## config.mk

```make
export PLATFORM = sky130hd
export DESIGN_NAME = ief_trip_logic
export DESIGN_NICKNAME = d
export VERILOG_FILES = /design/src/design/ief_pkg.sv /design/src/design/ief_trip_logic.sv
export SDC_FILE = /design/constraint.sdc
export NUM_CORES = 2
export LEC_CHECK = 0
export ABC_CLOCK_PERIOD_IN_PS = 90600
export BUFFER_PORTS_ARGS = -buffer_cell sky130_fd_sc_hd__clkbuf_2
export CAP_MARGIN = 20
export CORE_ASPECT_RATIO = 0.8
export CORE_UTILIZATION = 35
export CTS_BUF_LIST = sky130_fd_sc_hd__clkbuf_16
export DETAILED_ROUTE_END_ITERATION = 16
export MAX_ROUTING_LAYER = met4
export PLACE_DENSITY = 0.55
export SLEW_MARGIN = 20
export SYNTH_ARGS = -nofsm -noshare
export SYNTH_HDL_FRONTEND = slang
export SYNTH_SLANG_ARGS = --single-unit
```

## constraint.sdc

```tcl
create_clock -name clk_sys -period 90.6 [get_ports clk_sys]
set_clock_uncertainty 0.05 [all_clocks]
set_input_delay 18.12 -clock clk_sys [delete_from_list [all_inputs] [get_ports clk_sys]]
set_output_delay 18.12 -clock clk_sys [all_outputs]
set_load 0.01 [all_outputs]
```

## src/design/ief_pkg.sv

```systemverilog
// Constants, types and register map of the transient earth fault trip logic
package ief_pkg;
   localparam int unsigned CLK_HZ = 125_000_000;
   localparam int unsigned TICK_MS = 10;
   localparam int unsigned TICK_CYCLES = CLK_HZ / 1000 * TICK_MS;
   localparam int unsigned FORCE_TIMEOUT_S = 300;
   localparam logic [15:0] FORCE_TICKS = 16'(FORCE_TIMEOUT_S * 1000 / TICK_MS);
   localparam int unsigned PEAK_SPACING_MS = 10;
   localparam logic [15:0] PEAK_SPACING_TICKS = 16'(PEAK_SPACING_MS / TICK_MS);
   localparam logic [15:0] SET_MAX = 16'h7530;
   localparam logic [15:0] OP_MIN = 16'h0002;
   localparam logic [15:0] RST_MIN = 16'h0006;
   localparam logic [15:0] INT_MIN = 16'h0001;
   localparam logic [4:0] PEAK_MIN = 5'h01;
   localparam logic [4:0] PEAK_MAX = 5'h14;
   localparam logic [15:0] OP_RST = 16'h0010;
   localparam logic [4:0] PEAK_RST = 5'h02;
   localparam logic [15:0] RSTDLY_RST = 16'h0006;
   localparam logic [15:0] INT_RST = 16'h0014;
   localparam logic [6:0] PCT_FULL = 7'h64;
   localparam logic [7:0] ADDR_CTRL = 8'h00;
   localparam logic [7:0] ADDR_STATUS = 8'h04;
   localparam logic [7:0] ADDR_START_CNT = 8'h08;
   localparam logic [7:0] ADDR_TRIP_CNT = 8'h0C;
   localparam logic [7:0] ADDR_REC_SEL = 8'h20;
   localparam logic [7:0] ADDR_REC_STAMP = 8'h24;
   localparam logic [7:0] ADDR_REC_MEAS = 8'h28;
   localparam logic [7:0] ADDR_REC_INFO = 8'h2C;
   localparam logic [1:0] ADDR_GRP_BLK = 2'h1;
   localparam int CTRL_FORCE = 0;
   localparam int CTRL_DIR = 1;
   localparam int CTRL_CLR_START = 2;
   localparam int CTRL_CLR_TRIP = 3;
   localparam int CTRL_GRP_LO = 4;
   localparam int CTRL_SRC_LO = 6;
   localparam int STAT_BLOCKED = 0;
   localparam int STAT_START = 1;
   localparam int STAT_TRIP = 2;
   localparam int STAT_GRP_LO = 3;
   localparam int STAT_REJECT = 5;
   localparam logic [2:0] SRC_MANUAL = 3'h0;
   localparam logic [2:0] SRC_DIGITAL = 3'h1;
   localparam logic [2:0] SRC_VIRTUAL_IN = 3'h2;
   localparam logic [2:0] SRC_INDICATOR = 3'h3;
   localparam logic [2:0] SRC_VIRTUAL_OUT = 3'h4;
   typedef struct packed {
      logic valid;
      logic reverse;
      logic above_fund;
      logic [15:0] amp;
   } ief_peak_s;
   typedef struct packed {
      logic [31:0] stamp;
      logic [15:0] volt;
      logic [15:0] cur;
      logic [6:0] pct;
      logic [1:0] grp;
      logic [7:0] rev;
      logic [7:0] fwd;
   } ief_rec_s;
   typedef enum logic [1:0] {ST_IDLE, ST_RUN, ST_TRIP} ief_state_e;
endpackage : ief_pkg

```

## src/design/ief_trip_logic.sv

```systemverilog
// Intermittent transient earth fault trip decision logic with AHB-Lite register slave
`timescale 1ns/1ps
module ief_trip_logic #(
   parameter int unsigned TICK_CYCLES = ief_pkg::TICK_CYCLES
) (
   input wire logic clk_sys,
   input wire logic rst_n,
   input wire logic hsel,
   input wire logic [31:0] haddr,
   input wire logic [1:0] htrans,
   input wire logic hwrite,
   input wire logic [2:0] hsize,
   input wire logic [31:0] hwdata,
   input wire logic hready,
   output logic hreadyout,
   output logic hresp,
   output logic [31:0] hrdata,
   input wire ief_pkg::ief_peak_s peak_in,
   input wire logic [15:0] residual_voltage,
   input wire logic [31:0] time_stamp,
   input wire logic block_in,
   input wire logic [1:0] di_group,
   input wire logic [1:0] vi_group,
   input wire logic [1:0] led_group,
   input wire logic [1:0] vo_group,
   output logic start_out,
   output logic trip_out,
   output logic blocked_out,
   output logic force_out
);
   ////////////////////////////////////////////////////////////////////////////
   // Declarations
   ief_pkg::ief_state_e state_reg;
   logic [31:0] tick_cnt_reg;
   logic tick;
   logic [15:0] op_dly_reg [4];
   logic [4:0] peaks_reg [4];
   logic [15:0] rst_dly_reg [4];
   logic [15:0] int_reg [4];
   ief_pkg::ief_rec_s rec_reg [8];
   logic [2:0] rec_ptr_reg;
   logic [2:0] rec_sel_reg;
   logic force_reg;
   logic [15:0] force_cnt_reg;
   logic frc_start_reg;
   logic frc_trip_reg;
   logic dir_reg;
   logic [1:0] man_grp_reg;
   logic [2:0] src_reg;
   logic reject_reg;
   logic [31:0] start_cnt_reg;
   logic [31:0] trip_cnt_reg;
   logic [15:0] op_acc_reg;
   logic [15:0] int_cnt_reg;
   logic [15:0] rst_cnt_reg;
   logic [7:0] peak_cnt_reg;
   logic [7:0] fwd_reg;
   logic [7:0] rev_reg;
   logic [15:0] max_cur_reg;
   logic [15:0] max_volt_reg;
   logic perm_reg;
   logic wr_pend_reg;
   logic [7:0] wr_addr_reg;
   logic [1:0] grp;
   logic match;
   logic op_done;
   logic trip_cond;
   logic int_expire;
   logic rst_expire;
   logic release_ev;
   logic start_ev;
   logic trip_ev;
   logic [6:0] pct_calc;
   logic [22:0] pct_prod;
   logic wr_ctrl;
   logic wr_stat;
   logic wr_grp;
   logic [1:0] wg;
   logic [1:0] wk;
   logic set_ok;
   logic [15:0] wv;
   logic [2:0] rec_idx;

   ////////////////////////////////////////////////////////////////////////////
   // Helpers
   function automatic logic [1:0] pick_group(input logic [2:0] src, input logic [1:0] man,
                                             input logic [1:0] di, input logic [1:0] vi,
                                             input logic [1:0] led, input logic [1:0] vo);
      case (src)
         ief_pkg::SRC_DIGITAL: pick_group = di;
         ief_pkg::SRC_VIRTUAL_IN: pick_group = vi;
         ief_pkg::SRC_INDICATOR: pick_group = led;
         ief_pkg::SRC_VIRTUAL_OUT: pick_group = vo;
         default: pick_group = man;
      endcase
   endfunction : pick_group

   function automatic logic in_range(input logic [15:0] v, input logic [15:0] lo);
      in_range = (v >= lo) && (v <= ief_pkg::SET_MAX);
   endfunction : in_range

   ////////////////////////////////////////////////////////////////////////////
   // Time base
   assign tick = (tick_cnt_reg == 32'(TICK_CYCLES - 1));

   always_ff @(posedge clk_sys)
   begin
      if (!rst_n || tick)
         tick_cnt_reg <= 32'h0000_0000;
      else
         tick_cnt_reg <= tick_cnt_reg + 32'h0000_0001;
   end

   ////////////////////////////////////////////////////////////////////////////
   // Decision terms
   assign grp = pick_group(src_reg, man_grp_reg, di_group, vi_group, led_group, vo_group);
   assign match = peak_in.valid && (peak_in.reverse == dir_reg);
   assign op_done = (op_acc_reg >= op_dly_reg[grp]);
   assign trip_cond = (state_reg == ief_pkg::ST_RUN) && op_done && perm_reg
                      && (peak_cnt_reg >= {3'h0, peaks_reg[grp]});
   assign int_expire = (state_reg == ief_pkg::ST_RUN) && tick && !match
                       && (int_cnt_reg + 16'h0001 >= int_reg[grp]);
   assign rst_expire = (state_reg == ief_pkg::ST_TRIP) && (rst_cnt_reg >= rst_dly_reg[grp]);
   assign release_ev = (!trip_cond && (int_expire || ((state_reg == ief_pkg::ST_RUN) && block_in)))
                       || rst_expire;
   assign start_ev = (state_reg == ief_pkg::ST_IDLE) && !block_in && match;
   assign trip_ev = trip_cond && !block_in;
   assign pct_prod = 23'(op_acc_reg) * 23'(ief_pkg::PCT_FULL);
   assign pct_calc = (state_reg == ief_pkg::ST_TRIP) ? ief_pkg::PCT_FULL
                     : (op_done ? ief_pkg::PCT_FULL - 7'h01 : 7'(pct_prod / 23'(op_dly_reg[grp])));

   ////////////////////////////////////////////////////////////////////////////
   // Stage state machine and timers
   always_ff @(posedge clk_sys)
   begin
      if (!rst_n)
         state_reg <= ief_pkg::ST_IDLE;
      else
      begin
         case (state_reg)
            ief_pkg::ST_IDLE: if (start_ev) state_reg <= ief_pkg::ST_RUN;
            ief_pkg::ST_RUN:
               if (trip_ev)
                  state_reg <= ief_pkg::ST_TRIP;
               else if (release_ev)
                  state_reg <= ief_pkg::ST_IDLE;
            ief_pkg::ST_TRIP: if (rst_expire) state_reg <= ief_pkg::ST_IDLE;
            default: state_reg <= ief_pkg::ST_IDLE;
         endcase
      end
   end

   always_ff @(posedge clk_sys)
   begin
      if (!rst_n || release_ev || state_reg == ief_pkg::ST_IDLE)
      begin
         op_acc_reg <= 16'h0000;
         int_cnt_reg <= 16'h0000;
         peak_cnt_reg <= start_ev ? 8'h01 : 8'h00;
         perm_reg <= start_ev && peak_in.above_fund;
      end
      else
      begin
         if (tick && !op_done)
            op_acc_reg <= op_acc_reg + 16'h0001;
         if (match)
            int_cnt_reg <= 16'h0000;
         else if (tick)
            int_cnt_reg <= int_cnt_reg + 16'h0001;
         if (match && peak_cnt_reg != 8'hFF)
            peak_cnt_reg <= peak_cnt_reg + 8'h01;
         if (match && peak_in.above_fund)
            perm_reg <= 1'b1;
      end
   end

   always_ff @(posedge clk_sys)
   begin
      if (!rst_n || state_reg != ief_pkg::ST_TRIP)
         rst_cnt_reg <= 16'h0000;
      else if (tick && !rst_expire)
         rst_cnt_reg <= rst_cnt_reg + 16'h0001;
   end

   ////////////////////////////////////////////////////////////////////////////
   // Fault tallies and record store
   always_ff @(posedge clk_sys)
   begin
      if (!rst_n || (state_reg == ief_pkg::ST_IDLE && !start_ev))
      begin
         fwd_reg <= 8'h00;
         rev_reg <= 8'h00;
         max_cur_reg <= 16'h0000;
         max_volt_reg <= 16'h0000;
      end
      else
      begin
         if (peak_in.valid && !peak_in.reverse && fwd_reg != 8'hFF)
            fwd_reg <= fwd_reg + 8'h01;
         if (peak_in.valid && peak_in.reverse && rev_reg != 8'hFF)
            rev_reg <= rev_reg + 8'h01;
         if (peak_in.valid && peak_in.amp > max_cur_reg)
            max_cur_reg <= peak_in.amp;
         if (residual_voltage > max_volt_reg)
            max_volt_reg <= residual_voltage;
      end
   end

   always_ff @(posedge clk_sys)
   begin
      if (!rst_n)
         rec_ptr_reg <= 3'h0;
      else if (release_ev)
      begin
         rec_reg[rec_ptr_reg] <= '{stamp: time_stamp, volt: max_volt_reg, cur: max_cur_reg, pct: pct_calc,
                                   grp: grp, rev: rev_reg, fwd: fwd_reg};
         rec_ptr_reg <= rec_ptr_reg + 3'h1;
      end
   end

   ////////////////////////////////////////////////////////////////////////////
   // Event counters
   always_ff @(posedge clk_sys)
   begin
      if (!rst_n)
      begin
         start_cnt_reg <= 32'h0000_0000;
         trip_cnt_reg <= 32'h0000_0000;
      end
      else
      begin
         if (start_ev)
            start_cnt_reg <= (wr_ctrl && hwdata[ief_pkg::CTRL_CLR_START]) ? 32'h0000_0001
                             : start_cnt_reg + 32'h0000_0001;
         else if (wr_ctrl && hwdata[ief_pkg::CTRL_CLR_START])
            start_cnt_reg <= 32'h0000_0000;
         if (trip_ev && state_reg == ief_pkg::ST_RUN)
            trip_cnt_reg <= (wr_ctrl && hwdata[ief_pkg::CTRL_CLR_TRIP]) ? 32'h0000_0001
                            : trip_cnt_reg + 32'h0000_0001;
         else if (wr_ctrl && hwdata[ief_pkg::CTRL_CLR_TRIP])
            trip_cnt_reg <= 32'h0000_0000;
      end
   end

   ////////////////////////////////////////////////////////////////////////////
   // Register writes
   assign wr_ctrl = wr_pend_reg && (wr_addr_reg == ief_pkg::ADDR_CTRL);
   assign wr_stat = wr_pend_reg && (wr_addr_reg == ief_pkg::ADDR_STATUS);
   assign wr_grp = wr_pend_reg && (wr_addr_reg[7:6] == ief_pkg::ADDR_GRP_BLK);
   assign wg = wr_addr_reg[5:4];
   assign wk = wr_addr_reg[3:2];
   assign wv = hwdata[15:0];

   always_comb
   begin
      case (wk)
         2'h0: set_ok = in_range(wv, ief_pkg::OP_MIN)
                        && ({5'h00, wv} >= 21'(peaks_reg[wg]) * 21'(ief_pkg::PEAK_SPACING_TICKS));
         2'h1: set_ok = (wv >= 16'(ief_pkg::PEAK_MIN)) && (wv <= 16'(ief_pkg::PEAK_MAX))
                        && (21'(wv) * 21'(ief_pkg::PEAK_SPACING_TICKS) <= {5'h00, op_dly_reg[wg]});
         2'h2: set_ok = in_range(wv, ief_pkg::RST_MIN);
         default: set_ok = in_range(wv, ief_pkg::INT_MIN);
      endcase
   end

   always_ff @(posedge clk_sys)
   begin
      if (!rst_n)
      begin
         for (int g = 0; g < 4; g++)
         begin
            op_dly_reg[g] <= ief_pkg::OP_RST;
            peaks_reg[g] <= ief_pkg::PEAK_RST;
            rst_dly_reg[g] <= ief_pkg::RSTDLY_RST;
            int_reg[g] <= ief_pkg::INT_RST;
         end
      end
      else if (wr_grp && set_ok)
      begin
         case (wk)
            2'h0: op_dly_reg[wg] <= wv;
            2'h1: peaks_reg[wg] <= wv[4:0];
            2'h2: rst_dly_reg[wg] <= wv;
            default: int_reg[wg] <= wv;
         endcase
      end
   end

   always_ff @(posedge clk_sys)
   begin
      if (!rst_n)
         reject_reg <= 1'b0;
      else if (wr_grp && !set_ok)
         reject_reg <= 1'b1;
      else if (wr_stat && hwdata[ief_pkg::STAT_REJECT])
         reject_reg <= 1'b0;
   end

   always_ff @(posedge clk_sys)
   begin
      if (!rst_n)
      begin
         dir_reg <= 1'b0;
         man_grp_reg <= 2'h0;
         src_reg <= ief_pkg::SRC_MANUAL;
         rec_sel_reg <= 3'h0;
      end
      else if (wr_ctrl)
      begin
         dir_reg <= hwdata[ief_pkg::CTRL_DIR];
         man_grp_reg <= hwdata[ief_pkg::CTRL_GRP_LO +: 2];
         src_reg <= hwdata[ief_pkg::CTRL_SRC_LO +: 3];
      end
      else if (wr_pend_reg && wr_addr_reg == ief_pkg::ADDR_REC_SEL)
         rec_sel_reg <= hwdata[2:0];
   end

   always_ff @(posedge clk_sys)
   begin
      if (!rst_n)
      begin
         force_reg <= 1'b0;
         force_cnt_reg <= 16'h0000;
      end
      else if (wr_ctrl)
      begin
         force_reg <= hwdata[ief_pkg::CTRL_FORCE];
         force_cnt_reg <= 16'h0000;
      end
      else if (force_reg && tick)
      begin
         force_cnt_reg <= force_cnt_reg + 16'h0001;
         if (force_cnt_reg + 16'h0001 >= ief_pkg::FORCE_TICKS)
            force_reg <= 1'b0;
      end
   end

   always_ff @(posedge clk_sys)
   begin
      if (!rst_n || !force_reg)
      begin
         frc_start_reg <= 1'b0;
         frc_trip_reg <= 1'b0;
      end
      else if (wr_stat)
      begin
         frc_start_reg <= hwdata[ief_pkg::STAT_START];
         frc_trip_reg <= hwdata[ief_pkg::STAT_TRIP];
      end
   end

   ////////////////////////////////////////////////////////////////////////////
   // Stage outputs
   always_ff @(posedge clk_sys)
   begin
      if (!rst_n)
      begin
         start_out <= 1'b0;
         trip_out <= 1'b0;
         blocked_out <= 1'b0;
         force_out <= 1'b0;
      end
      else
      begin
         start_out <= force_reg ? frc_start_reg : (state_reg != ief_pkg::ST_IDLE);
         trip_out <= force_reg ? frc_trip_reg : (state_reg == ief_pkg::ST_TRIP);
         blocked_out <= block_in;
         force_out <= force_reg;
      end
   end

   ////////////////////////////////////////////////////////////////////////////
   // AHB-Lite slave, zero wait states
   assign rec_idx = rec_ptr_reg - 3'h1 - rec_sel_reg;

   always_ff @(posedge clk_sys)
   begin
      if (!rst_n)
      begin
         hreadyout <= 1'b0;
         hresp <= 1'b0;
         hrdata <= 32'h0000_0000;
         wr_pend_reg <= 1'b0;
         wr_addr_reg <= 8'h00;
      end
      else
      begin
         hreadyout <= 1'b1;
         hresp <= 1'b0;
         wr_pend_reg <= hsel && htrans[1] && hready && hwrite;
         wr_addr_reg <= haddr[7:0];
         if (hsel && htrans[1] && hready && !hwrite)
         begin
            hrdata <= 32'h0000_0000;
            case (haddr[7:0])
               ief_pkg::ADDR_CTRL: hrdata <= {23'h00_0000, src_reg, man_grp_reg, 2'h0, dir_reg, force_reg};
               ief_pkg::ADDR_STATUS: hrdata <= {26'h000_0000, reject_reg, grp, trip_out, start_out, blocked_out};
               ief_pkg::ADDR_START_CNT: hrdata <= start_cnt_reg;
               ief_pkg::ADDR_TRIP_CNT: hrdata <= trip_cnt_reg;
               ief_pkg::ADDR_REC_SEL: hrdata <= {29'h0000_0000, rec_sel_reg};
               ief_pkg::ADDR_REC_STAMP: hrdata <= rec_reg[rec_idx].stamp;
               ief_pkg::ADDR_REC_MEAS: hrdata <= {rec_reg[rec_idx].volt, rec_reg[rec_idx].cur};
               ief_pkg::ADDR_REC_INFO: hrdata <= {7'h00, rec_reg[rec_idx].pct, rec_reg[rec_idx].grp,
                                                 rec_reg[rec_idx].rev, rec_reg[rec_idx].fwd};
               default:
                  if (haddr[7:6] == ief_pkg::ADDR_GRP_BLK)
                  begin
                     case (haddr[3:2])
                        2'h0: hrdata <= {16'h0000, op_dly_reg[haddr[5:4]]};
                        2'h1: hrdata <= {27'h000_0000, peaks_reg[haddr[5:4]]};
                        2'h2: hrdata <= {16'h0000, rst_dly_reg[haddr[5:4]]};
                        default: hrdata <= {16'h0000, int_reg[haddr[5:4]]};
                     endcase
                  end
            endcase
         end
      end
   end
endmodule : ief_trip_logic

```

==> results.cfg <==
[outcome]
status = complete, no violations

[final_layout]
finalNetCount = 6787
multi_input_area_sq_um = 33300
final_common_cell = edfxtp_1
ff_latch_area_sq_um = 33500
syn_to_final_growth_pct = 11.1
fillCellCount = 18481
layout_common_cells = edfxtp_1, nand2_1, nor2_1
layout-drive-gt1-share_pct = 13.6
largest_reg_flops = 712

[clocking]
root_buffer = clkbuf_16
cts_setup_buffers = 0
cts_buffer_depth = 3
ctsResizeCount = 0
cts_buffers = 117
hold_buffers = 0
tritoncts = yes
path_clk_slew_ns = 0.06
htree_levels = 3
cts_sinks = 1205
clk_latency_ns = 0.77

[worst_hold_path]
min_path_cells = 1
hold_end = tick_cnt_reg[0]
worstHoldStart = tick_cnt_reg[0]
hp-class = flip-flop to flip-flop

[yosys]
synth-edff-count = 933
yosysTopAreaCell = edfxtp_1
synth_cells = 6102
syn_area_sq_um = 68300
synthDistinctLibCells = 107
yosysSeqAreaShare_pct = 49.0
synthFlopType = edfxtp_1
synth-async-reset-ratio_pct = 0
yosys-top-cells-area = edfxtp_1, mux4_2, dfxtp_1, ha_1, nand2_1
yosysWarnings = 0
synth_top_area_share_pct = 41.0
avgSynthCellArea_sq_um = 11.2
ys_ff_latch = 1205

[worst_setup_path]
crit_buf_inv = 9
critPathRequiredTime_ns = 90.98
end_kind = flip-flop
critPathKind = input port to flip-flop
slowest_delay_ns = 0.92
crit_top_cell = o21a_1
r2r_cells = 247
cp-start-kind = input port
cp-startpoint = led_group[1]
reg2reg_setup_slack_ns = 25.72
reg2reg_to = rec_reg[6][18]
cp_top_family = compound AO/OA/AOI/OAI gates
regToRegStartpoint = op_acc_reg[8]
crit_path_top_delay_cell = nor2_1
crit_arrival_ns = 81.74
path_max_fanout = 43

[route]
drtPass1Iterations = 5
routed_wl_um = 193000
avgViaCountPerCell = 5.50
drc_errors = 0
vias = 48751
wire_per_inst_um = 21.8
ant_nets = 0
drt-initial-drc-count = 4512

[floorplan]
pin_count = 188
fp.dieW_um = 496
die_h_um = 397
rows = 144
die_area_sq_um = 197000
initial_core_util_pct = 35.3
coreArea_sq_um = 193000

[timing]
fin_crit_ns = 81.37
finalSetupTns_ns = 0
rsz0062_at_grt = false
maxSlewHeadroom_pct = 20.2
tightestPinTransition_ns = 1.19
fmax_mhz = 12.3
timing.final.crit_share_pct = 89.8
setup_viol = 0
hold_viol = 0
drv_slew = 0

[global_routing]
grt.total_usage_pct = 19.9
overflow = 0
grt_pass1_vias = 46828
grt_pass1_wl_um = 291000
antenna_found_initial = 7
grt_max_degree = 69

[placed_design]
hpwl_um = 129000
gp_congestion = 0.874
numPortBuffers = 142

[flow_run]
cap_violations = 0
metal layers:
| metal | share of wire, % | global-route usage, % |
|---|---|---|
| met1 | 47 | 27.9 |
| met2 | 46 | 30.8 |
| met3 | 5.5 | 2.21 |
| met4 | 2.0 | 4.18 |
| met5 | 0 | - |
worst max-delay path by stage:
| stage | slack, ns | cells after the start | to |
|---|---|---|---|
| 4_1_cts | 9.97 | 245 | rec_reg[4][18] |
| 3_5_place_dp | 9.34 | 245 | rec_reg[2][18] |
| 2_1_floorplan | 17.56 | 270 | rec_reg[0][18] |
| 6_report | 9.23 | 244 | rec_reg[6][18] |
| 5_1_grt | 4.78 | 245 | rec_reg[6][18] |
| 3_3_place_gp | 10.15 | 245 | rec_reg[0][18] |
cell families (layout without fill, tap and decap cells):
kind of cell               Yosys count  count (layout)  share of synthesized area (%)
and+or+nand+nor                   2160            2160                           14.5
DFF                               1205            1205                           49.0
AOI/OAI and AO/OA                 1101            1101                           10.7
buffers and inverters              479             669                           2.68
adders and majority gates          434             434                           8.10
muxes                              431             431                           11.2
xor gates and xnor gates           291             291                           3.73
other                                1              15                        0.00549
Yosys cell counts (11+ instances only):
cell type    n
inv_1      209
and4_1      14
buf_1       38
o21ai_0    210
a21boi_0    11
a221oi_1    24
or3_1       64
and3_1      66
o211ai_1    23
edfxtp_1   933
clkbuf_1   216
nand2b_1    49
nand3_1    208
mux2i_1     88
nor2_1     629
a22oi_1     22
or2_2       34
o21a_1     120
o22ai_1     19
a21o_1     106
a21oi_1    291
dfxtp_1    272
nor2b_1     53
o31ai_1     48
a211o_1     11
xnor2_1    138
a221o_1     11
nand2_1    692
a211oi_1    24
buf_2       11
nand4_1     70
and2_1      36
xor2_1     153
nor4_1      27
mux4_2     259
o21bai_1    14
fa_1        13
a31oi_1     34
ha_1       421
mux2_2      81
nor3_1     157
through the flow:
step           hold slack [ns]  cells  setup WS (ns)  instance area [sq um]  utilization (%)
5_1_grt                  0.416   8860           4.78                  75900             39.3
3_5_place_dp             0.378   8639           9.34                  72100             37.4
2_1_floorplan            0.363   6114          17.56                  68300                -
6_report                 0.382   8861           9.23                  75900             39.3
4_1_cts                  0.387   8859           9.97                  75900             39.3
3_3_place_gp             0.375   8638          10.15                  72100             37.3
area by class of cell:
cell class	instances	area share, %
repair buffers	238	1.89
clock buffers	119	3.92
flip-flops and latches	1205	44.1
well taps	2555	4.21
inverters	211	1.05
multi-input cells	4430	43.8
diodes	2	0.00660
clock inverters	101	0.961
Power is left out: the tool's default activity adds up to more than one toggle a clock period on the data nets, which glitch-free logic cannot reach.
